===== src/logic/adc_ctl_pkg.sv =====
// constants for the converter control block: register map, bit fields,
// reset values and conversion lengths.
// assumes an 8-bit register port and a 125 MHz system clock.
package adc_ctl_pkg;
  // ----------------------------------------------------------------
  // register map (byte addresses)
  // ----------------------------------------------------------------
  localparam logic [7:0] ctrl_a_off = 8'h00;
  localparam logic [7:0] ctrl_b_off = 8'h01;
  localparam logic [7:0] in_sel_off = 8'h02;
  localparam logic [7:0] ev_stat_off = 8'h03;
  localparam logic [7:0] ev_clr_off = 8'h04;
  localparam logic [7:0] ev_en_off = 8'h05;
  // ----------------------------------------------------------------
  // converter_control_status_a fields
  // ----------------------------------------------------------------
  localparam int en_bit = 7;
  localparam int start_bit = 6;
  localparam int auto_bit = 5;
  localparam int flag_bit = 4;
  localparam int ie_bit = 3;
  // converter_control_status_b: input_select[5] and trigger_select
  localparam int insel_hi_bit = 3;
  // event status bits
  localparam int ev_done = 0;
  localparam int ev_abort = 1;
  localparam int ev_w = 2;
  // ----------------------------------------------------------------
  // reset values and timing
  // ----------------------------------------------------------------
  localparam logic [7:0] ctrl_a_rst = 8'h00;
  localparam logic [5:0] insel_rst = 6'h00;
  localparam logic [2:0] tsel_rst = 3'h0;
  localparam logic [4:0] first_len = 5'd25;
  localparam logic [4:0] normal_len = 5'd13;
  // gain codes on the select outputs
  localparam logic [1:0] gain_1x = 2'h0;
  localparam logic [1:0] gain_10x = 2'h1;
  localparam logic [1:0] gain_200x = 2'h2;
  typedef enum logic {st_idle, st_run} conv_state_t;
endpackage


===== src/logic/adc_conversion_control.sv =====
// converter control: enable, start, auto trigger, done flag, prescaler
// and input select decoding in front of a successive-approx core.
// assumes the core samples its select outputs while core_busy is high
// and that all inputs are synchronous to mclk.
//
// Local design decisions: the address map and the plain strobed port.
`timescale 1ns/10ps
`default_nettype none

// Overview of operation
// - on bit powers converter, clearing turns off
// - clearing on bit aborts running conversion
// - single mode: each start write, one conversion
// - free running: start write launches first only
// - first conversion 25 adc clocks, later 13
// - start bit reads busy; writing zero ignored
// - auto trigger starts on selected rising edge
// - done flag set when conversion finishes
// - done flag cleared by vector or write one
// - irq request needs flag, enable, global enable
// - prescale field divides clock by 2 to 128
// - decode upper input select code space
// - codes 011110 bandgap, 011111 ground
// - select changes apply after conversion completes
// - choosing free running causes no trigger
module adc_conversion_control (
  input wire logic mclk,
  input wire logic rst,
  input wire logic [7:0] addr,
  input wire logic [7:0] wdata,
  input wire logic wr,
  input wire logic rd,
  output logic [7:0] rdata,
  input wire logic global_irq_enable,
  input wire logic irq_vector_ack,
  input wire logic [6:0] trig_in,
  output logic core_power,
  output logic core_busy,
  output logic core_init,
  output logic adc_tick,
  output logic result_load,
  output logic [5:0] mux_sel,
  output logic sel_single,
  output logic sel_diff,
  output logic sel_bandgap,
  output logic sel_ground,
  output logic sel_reserved,
  output logic [1:0] sel_gain,
  output logic [3:0] sel_pos,
  output logic [3:0] sel_neg,
  output logic done_irq_req,
  output logic irq
);
  import adc_ctl_pkg::*;

  typedef struct packed {
    conv_state_t st;
    logic en;
    logic busy;
    logic auto_on;
    logic flag;
    logic ie;
    logic [2:0] ps;
    logic [2:0] tsel;
    logic [5:0] insel;
    logic [5:0] mux;
    logic init_pend;
    logic is_init;
    logic [6:0] div_cnt;
    logic tick;
    logic [4:0] cnt;
    logic trig_prev;
    logic [ev_w-1:0] stat;
    logic [ev_w-1:0] ev_en;
    logic [7:0] rdata;
    logic result_load;
    logic irq;
    logic req;
    logic single;
    logic diff;
    logic bg;
    logic gnd;
    logic rsv;
    logic [1:0] gain;
    logic [3:0] pos;
    logic [3:0] neg;
  } ctl_state_t;

  ctl_state_t s;
  ctl_state_t n;
  logic wr_a;
  logic wr_b;
  logic wr_in;
  logic [6:0] div_last;
  logic [4:0] len;
  logic trig_now;
  logic complete;
  logic free_run;
  logic hw_start;
  logic sw_start;

  // ----------------------------------------------------------------
  // decode and derived terms
  // ----------------------------------------------------------------
  assign wr_a = wr && (addr == ctrl_a_off);
  assign wr_b = wr && (addr == ctrl_b_off);
  assign wr_in = wr && (addr == in_sel_off);
  // codes 0 and 1 both divide by two
  assign div_last = (s.ps < 3'h2) ? 7'h01 : 7'((8'h01 << s.ps) - 8'h01);
  assign len = s.is_init ? first_len : normal_len;
  assign complete = s.busy && s.tick && (s.cnt == len - 5'd1);
  assign free_run = (s.tsel == tsel_rst);
  // free running has no edge source, so selecting it raises no event
  assign trig_now = free_run ? 1'b0 : trig_in[s.tsel - 3'h1];
  assign hw_start = s.auto_on && (trig_now && !s.trig_prev);
  // a start write only counts together with the on bit set
  assign sw_start = wr_a && wdata[start_bit] && wdata[en_bit];

  always_comb begin
    n = s;
    n.tick = 1'b0;
    n.result_load = 1'b0;
    n.rdata = 8'h00;
    n.trig_prev = trig_now;
    // ----------------------------------------------------------------
    // adc clock prescaler
    // ----------------------------------------------------------------
    if (!s.en) begin
      n.div_cnt = 7'h00;
    end else if (s.div_cnt >= div_last) begin
      n.div_cnt = 7'h00;
      n.tick = 1'b1;
    end else begin
      n.div_cnt = s.div_cnt + 7'h01;
    end
    // ----------------------------------------------------------------
    // register writes
    // ----------------------------------------------------------------
    if (wr_a) begin
      n.en = wdata[en_bit];
      n.auto_on = wdata[auto_bit];
      n.ie = wdata[ie_bit];
      n.ps = wdata[2:0];
      if (wdata[flag_bit]) begin
        n.flag = 1'b0;
      end
      if (!s.en && wdata[en_bit]) begin
        n.init_pend = 1'b1;
      end
    end
    if (irq_vector_ack) begin
      n.flag = 1'b0;
    end
    if (wr_b) begin
      n.insel[5] = wdata[insel_hi_bit];
      n.tsel = wdata[2:0];
    end
    if (wr_in) begin
      n.insel[4:0] = wdata[4:0];
    end
    if (wr && (addr == ev_en_off)) begin
      n.ev_en = wdata[ev_w-1:0];
    end
    if (wr && (addr == ev_clr_off)) begin
      n.stat = s.stat & ~wdata[ev_w-1:0];
    end
    // ----------------------------------------------------------------
    // conversion sequencer
    // ----------------------------------------------------------------
    case (s.st)
      st_idle: begin
        // select follows the register only between conversions
        n.mux = n.insel;
        if (n.en && (sw_start || hw_start)) begin
          n.st = st_run;
          n.busy = 1'b1;
          n.cnt = 5'd0;
          n.is_init = n.init_pend;
          n.init_pend = 1'b0;
        end
      end
      st_run: begin
        // start writes are not looked at here, so nothing restarts
        if (!n.en) begin
          n.st = st_idle;
          n.busy = 1'b0;
          n.stat[ev_abort] = 1'b1;
        end else if (complete) begin
          n.result_load = 1'b1;
          n.flag = 1'b1;
          n.stat[ev_done] = 1'b1;
          n.mux = s.insel;
          n.cnt = 5'd0;
          n.is_init = 1'b0;
          if (s.auto_on && free_run) begin
            n.busy = 1'b1;
          end else begin
            n.st = st_idle;
            n.busy = 1'b0;
          end
        end else if (s.tick) begin
          n.cnt = s.cnt + 5'd1;
        end
      end
      default: begin
        n.st = st_idle;
      end
    endcase
    // ----------------------------------------------------------------
    // input select decode of the active code
    // ----------------------------------------------------------------
    n.single = 1'b0;
    n.diff = 1'b0;
    n.bg = 1'b0;
    n.gnd = 1'b0;
    n.rsv = 1'b0;
    n.gain = gain_1x;
    n.pos = 4'h0;
    n.neg = 4'h0;
    if (n.mux[4:3] == 2'b00) begin
      n.single = 1'b1;
      n.pos = {n.mux[5], n.mux[2:0]};
    end else if (n.mux[4:3] == 2'b01) begin
      n.diff = 1'b1;
      n.pos = {n.mux[5], 1'b0, n.mux[2], n.mux[0]};
      n.neg = {n.mux[5], 1'b0, n.mux[2], 1'b0};
      n.gain = n.mux[1] ? gain_200x : gain_10x;
    end else if (n.mux[4:1] == 4'b1111) begin
      // upper two codes are reserved, lower two are internal sources
      n.rsv = n.mux[5];
      n.single = !n.mux[5];
      n.bg = !n.mux[5] && !n.mux[0];
      n.gnd = !n.mux[5] && n.mux[0];
    end else begin
      n.diff = 1'b1;
      n.pos = {n.mux[5], n.mux[2:0]};
      n.neg = {n.mux[5], 1'b0, n.mux[3], !n.mux[3]};
    end
    // ----------------------------------------------------------------
    // interrupts and read port
    // ----------------------------------------------------------------
    n.irq = |(n.stat & n.ev_en);
    n.req = n.flag && n.ie && global_irq_enable;
    if (rd) begin
      if (addr == ctrl_a_off) begin
        n.rdata = {s.en, s.busy, s.auto_on, s.flag, s.ie, s.ps};
      end else if (addr == ctrl_b_off) begin
        n.rdata = {4'h0, s.insel[5], s.tsel};
      end else if (addr == in_sel_off) begin
        n.rdata = {3'h0, s.insel[4:0]};
      end else if (addr == ev_stat_off) begin
        n.rdata = {6'h00, s.stat};
      end else if (addr == ev_en_off) begin
        n.rdata = {6'h00, s.ev_en};
      end else begin
        n.rdata = 8'h00;
      end
    end
  end

  always_ff @(posedge mclk or posedge rst) begin
    if (rst) begin
      s <= '0;
    end else begin
      s <= n;
    end
  end

  assign rdata = s.rdata;
  assign core_power = s.en;
  assign core_busy = s.busy;
  assign core_init = s.is_init;
  assign adc_tick = s.tick;
  assign result_load = s.result_load;
  assign mux_sel = s.mux;
  assign sel_single = s.single;
  assign sel_diff = s.diff;
  assign sel_bandgap = s.bg;
  assign sel_ground = s.gnd;
  assign sel_reserved = s.rsv;
  assign sel_gain = s.gain;
  assign sel_pos = s.pos;
  assign sel_neg = s.neg;
  assign done_irq_req = s.req;
  assign irq = s.irq;

  // ----------------------------------------------------------------
  // checks
  // ----------------------------------------------------------------
  logic [4:0] seen;
  always_ff @(posedge mclk or posedge rst) begin
    if (rst) begin
      seen <= 5'd0;
    end else if (!s.busy || s.result_load) begin
      seen <= 5'd0;
    end else if (s.tick) begin
      seen <= seen + 5'd1;
    end
  end
endmodule
`default_nettype wire


===== config.mk =====
export PLATFORM = sky130hd
export DESIGN_NAME = adc_conversion_control
export DESIGN_NICKNAME = d
export VERILOG_FILES = /design/src/logic/adc_ctl_pkg.sv /design/src/logic/adc_conversion_control.sv
export SDC_FILE = /design/constraint.sdc
export NUM_CORES = 1
export LEC_CHECK = 0
export BUFFER_PORTS_ARGS = -buffer_cell sky130_fd_sc_hd__buf_2
export CAP_MARGIN = 20
export CORE_MARGIN = 4
export CORE_UTILIZATION = 39
export DETAILED_ROUTE_END_ITERATION = 6
export PLACE_DENSITY = 0.61
export SETUP_SLACK_MARGIN = 0.02
export SLEW_MARGIN = 10
export SYNTH_ARGS = -nofsm -noshare
export SYNTH_HDL_FRONTEND = slang
export SYNTH_SLANG_ARGS = --single-unit

===== constraint.sdc =====
create_clock -name mclk -period 6.4 [get_ports mclk]
set_input_delay 1.28 -clock mclk [delete_from_list [all_inputs] [get_ports mclk]]
set_output_delay 1.28 -clock mclk [all_outputs]
set_load 0.005 [all_outputs]

# == After elaboration in Yosys (flattened, before gate mapping) ==
# Index checks and enable logic that the tools add are counted.
# word_totals
reg_bits,70
inputBits,29
output_inout_bits,36
word_cells,158
# classes
n_addsub,5
order_cmp,3
eq_ne,13
n_shift,1
muxes,71
n_bitwise,4
reduce_logical,31
# ops
op,n
$mux 5,9
$mux 1,34
$mux 8,4
$mux 7,3
$logic_and 1x1->1,18
$mux 6,3
$eq 8x2->1 const B,2
$eq 8x3->1 const B,2
$mux 2,8
$pmux 6 s2,1
$pmux 5 s2,1
$eq 8x1->1 const B,1
$logic_not 8->1,1
$mux 4,2
$add 7x1->7 const B,1
$ge 7x7->1,1
$shl 1x3->7 const A,1
$sub 7x1->7 const B,1
$mux 3,2
$ne 3x2->1 const B,2
$pmux 1 s2,3
$reduce_and 3->1,2
$add 5x1->5 const B,1
$eq 5x5->1,1
18 further kinds,24

# == Longest topological paths before layout ==
# depth
word_depth,12
ltp_mapped,11
ltp_nobuf,10

# == Least setup slack after synthesis ==
# Ideal clock, no wire load.
# synth_timing
path_type,input to register
from,input addr[2]
to,"register s, in the netlist sel_ground"
arrival_ps,3340
slack_ps,2988
cell_stages,9
cell_sequence,buf_6 > or4b_4 > buf_6 > o31ai_4 > a2111oi_0 > a311o_2 > nor4_4 > nand2_2 > nor2_1
# synth_lines
item,line_no,rtl
start: declaration,adc_conversion_control.sv:29,"input wire logic [7:0] addr,"
end signal: assignment,adc_conversion_control.sv:265,s <= n;
end: declaration,adc_conversion_control.sv:89,ctl_state_t s;

==> metrics.txt <==
combinational share of power 0.084; final WL ~8000 um; routability-driven placement congestion ratio roughly 0.85; initial antenna violation count 0; Mapped Nets 395; Min Hold Slack 0.5125 ns; sw frac 0.2355; CTS sink count 69; Setup-failing EPs final 0; PD cells 226.0 nW/um^2; Die X 104.6 um; Port Buffer Count 63; row cnt 34; Reg2Reg Depth 10; leak pwr roughly 0.002 uW; Post-synth top flop dfrtp_1; setup_tns 0 ns; Post-DRT Antenna Nets 0; Peak VDD IR 0.0001198 V; critical path depth 8; post-layout minimum cycle time about 3.3 ns; routed vias/inst 5.303; Unique masters post-synth 57; min-delay worst type reg -> reg; largest delay contributor family on the critical path simple AND/OR/NAND/NOR gates; final count of pins violating max slew 0; area of the mapped netlist 3638 um^2; RSZ-0062 raised after global routing false; Critical Path Source addr[2]; Rel. slew slack 0.4268; initial DRC count 85; syn avg cell area 10.31 um^2; CP Cell Sequence buf_2 > nor4b_2 > nand4_1 > a21o_1 > a311o_2 > nor4_4 > nand2_2 > nor2_1; CP endpoint kind flop; top-count cell post-synth dfrtp_1; Starting Density 0.4092; drt wl/cell 15.75 um; status completed; final period utilization 0.5204; asr flop ratio synth 1.000; Post-synth top cells 69 x dfrtp_1, 25 x nand2_1, 25 x nor2_1; Post-CTS Resized 0; CP max stage delay 0.48 ns; P&R area growth vs syn 12.38%; Root Driver clkbuf_8; total grt overflow 0; Crit path arrival time around 3.6 ns; global-route usage over all layers 0.1526; die area 10,940 um^2; DR vias between 2,000 and 3,000; largest net degree at the start of global routing 70; Top-Level Pins 65; Worst R2R Setup Slack 3.89 ns; vias in the first global route 2,726; Critical Path Slowest Stage Cell a311o_2; Synth Register Bits a little under 70; n_diodes 0; first-pass GRT wire length 13,520 um; Clk pwr share 0.423; P_sw 217.6 uW; maximum fanout along the worst path 9; crit path capture sel_ground$_DFF_PP0_; r2r endpoint s[40]$_DFF_PP0_; TritonCTS clock tree yes; Final Hold Viols 0; max-cap viol count 0; sequential power share 0.493; Critical Path RT around 6.7 ns; f_max between 0.3 and 0.4 GHz; layout cells sized above 1 0.2494; Nets 439; Int Power between 700 and 800 uW; largest area contributor in the netlist dfrtp_1; core area 8891 um^2; Die H 104.6 um; clk_lat worst skew 0.34 ns; Clock Path Buffers 2; RR Startpoint s[63]$_DFFE_PP0N_; critical setup path kind in -> reg; postcts setup bufs 0; Warnings, synthesis 0; Syn Inst Count 353; DRC Markers 0; Critical path buffers and inverters 1; hold_buf cts 0; First-pass DRT Iterations 4; DP HPWL 6156 um; worst slew pin tran 0.8598 ns; clk slew on worst S/H paths 0.08 ns; H-tree levels 3; Num CTS Buffers 9; number of synthesized flops with an enable pin 0; startpoint type of the worst setup path input port; register area share after synthesis 0.4746; post-synth top area share 0.4746; clock skew 0.01447 ns; largest cells by area after synthesis dfrtp_1 47%, buf_4 5.0%, ha_1 4.5%, mux2i_1 3.0%, nand2_1 2.6%
[stage by stage]
stage,utilization,power (uW),cells,setup slack (ns),area [um^2]
2_1_floorplan,-,518.7,353,2.988,3638
6_report,0.4599,924.2,509,3.069,4089
3_3_place_gp,0.4358,542.2,494,2.723,3875
3_5_place_dp,0.4358,543.3,494,2.722,3875
5_1_grt,0.4599,961.2,509,2.784,4089
4_1_cts,0.4599,935.3,509,3.081,4089
[state kept, by name, indices dropped and copies added (netlist names), 2 cells and up]
signal / cells
s: 34
rdata: 8
mux_sel: 6
sel_pos: 4
sel_neg: 3
sel_gain: 2
[power groups by stage]
stage	logic [uW]	clock network, uW	registers (uW)
2_1_floorplan	57.0	0	462
3_3_place_gp	77.8	0	464
3_5_place_dp	78.8	0	464
5_1_grt	88.1	416	457
6_report	77.7	391	456
4_1_cts	79.3	400	456
[worst min-delay path by stage]
stage	startpoint	endpoint	slack (ns)	cells past startpoint
5_1_grt	s[28]$_DFF_PP0_	s[28]$_DFF_PP0_	0.52	1
3_5_place_dp	s[28]$_DFF_PP0_	s[28]$_DFF_PP0_	0.49	1
4_1_cts	s[28]$_DFF_PP0_	s[28]$_DFF_PP0_	0.51	1
6_report	s[28]$_DFF_PP0_	s[28]$_DFF_PP0_	0.51	1
3_3_place_gp	s[28]$_DFF_PP0_	s[28]$_DFF_PP0_	0.49	1
2_1_floorplan	s[37]$_DFF_PP0_	s[37]$_DFF_PP0_	0.46	1
[metal layers]
metal	vias up	wire length, um	track usage
li1	1317	-	-
met1	1305	3662	0.2112
met2	68	3795	0.2357
met3	9	451	0.03761
met4	0	107	0.05155
met5	-	0	0
[cell usage in the layout, fill, tap and decap left out, types with 3 or more instances in the layout]
| master | instances |
|---|---|
| a2111oi_0 | 5 |
| o21ai_0 | 16 |
| or2_2 | 3 |
| a21oi_1 | 14 |
| nor2b_1 | 3 |
| nand2_1 | 25 |
| nand4_1 | 4 |
| inv_1 | 23 |
| nor3_1 | 7 |
| a211oi_1 | 5 |
| nand3_1 | 14 |
| and3_1 | 4 |
| nand3b_1 | 3 |
| xnor2_1 | 4 |
| ha_1 | 13 |
| buf_2 | 63 |
| dfrtp_1 | 69 |
| mux2_2 | 6 |
| a31oi_1 | 4 |
| nand2b_1 | 7 |
| nor2_1 | 25 |
| clkbuf_8 | 10 |
| mux2i_1 | 11 |
| mux4_2 | 3 |
| and2_1 | 6 |
| a21o_1 | 9 |
[worst register-to-register path: stages (launching register included)]
cell       delay [ns]
dfrtp_1          0.46
nor2_1           0.19
inv_1            0.06
ha_1             0.19
inv_1            0.05
ha_1             0.21
a21o_1           0.16
a21o_1           0.17
a21o_1           0.19
a21o_1           0.25
a2111oi_0        0.45
[kinds of logic (layout without fill, tap and decap cells)]
group                      after synthesis  in the layout  share of synthesized area
other                                    2              2                   0.002064
muxes                                   20             20                    0.06740
xor gates and xnor gates                 5              5                    0.01204
DFF                                     69             69                     0.4746
adders and majority gates               13             13                    0.04471
buffers and inverters                   57            105                    0.08769
AOI/OAI and AO/OA                       74             74                     0.1465
and+or+nand+nor                        113            113                     0.1651
[layout make-up]
type                       instances  area (um^2)
sequential                        69         1727
clock buffer                      11        141.4
tap                              108        135.1
inverter                          26        97.59
timing repair buffer              64        322.8
multi-input combinational        227         1593
clock inverter                     4        72.57
fill                             851         4802
No activity file was read; power rests on OpenSTA's default activity.
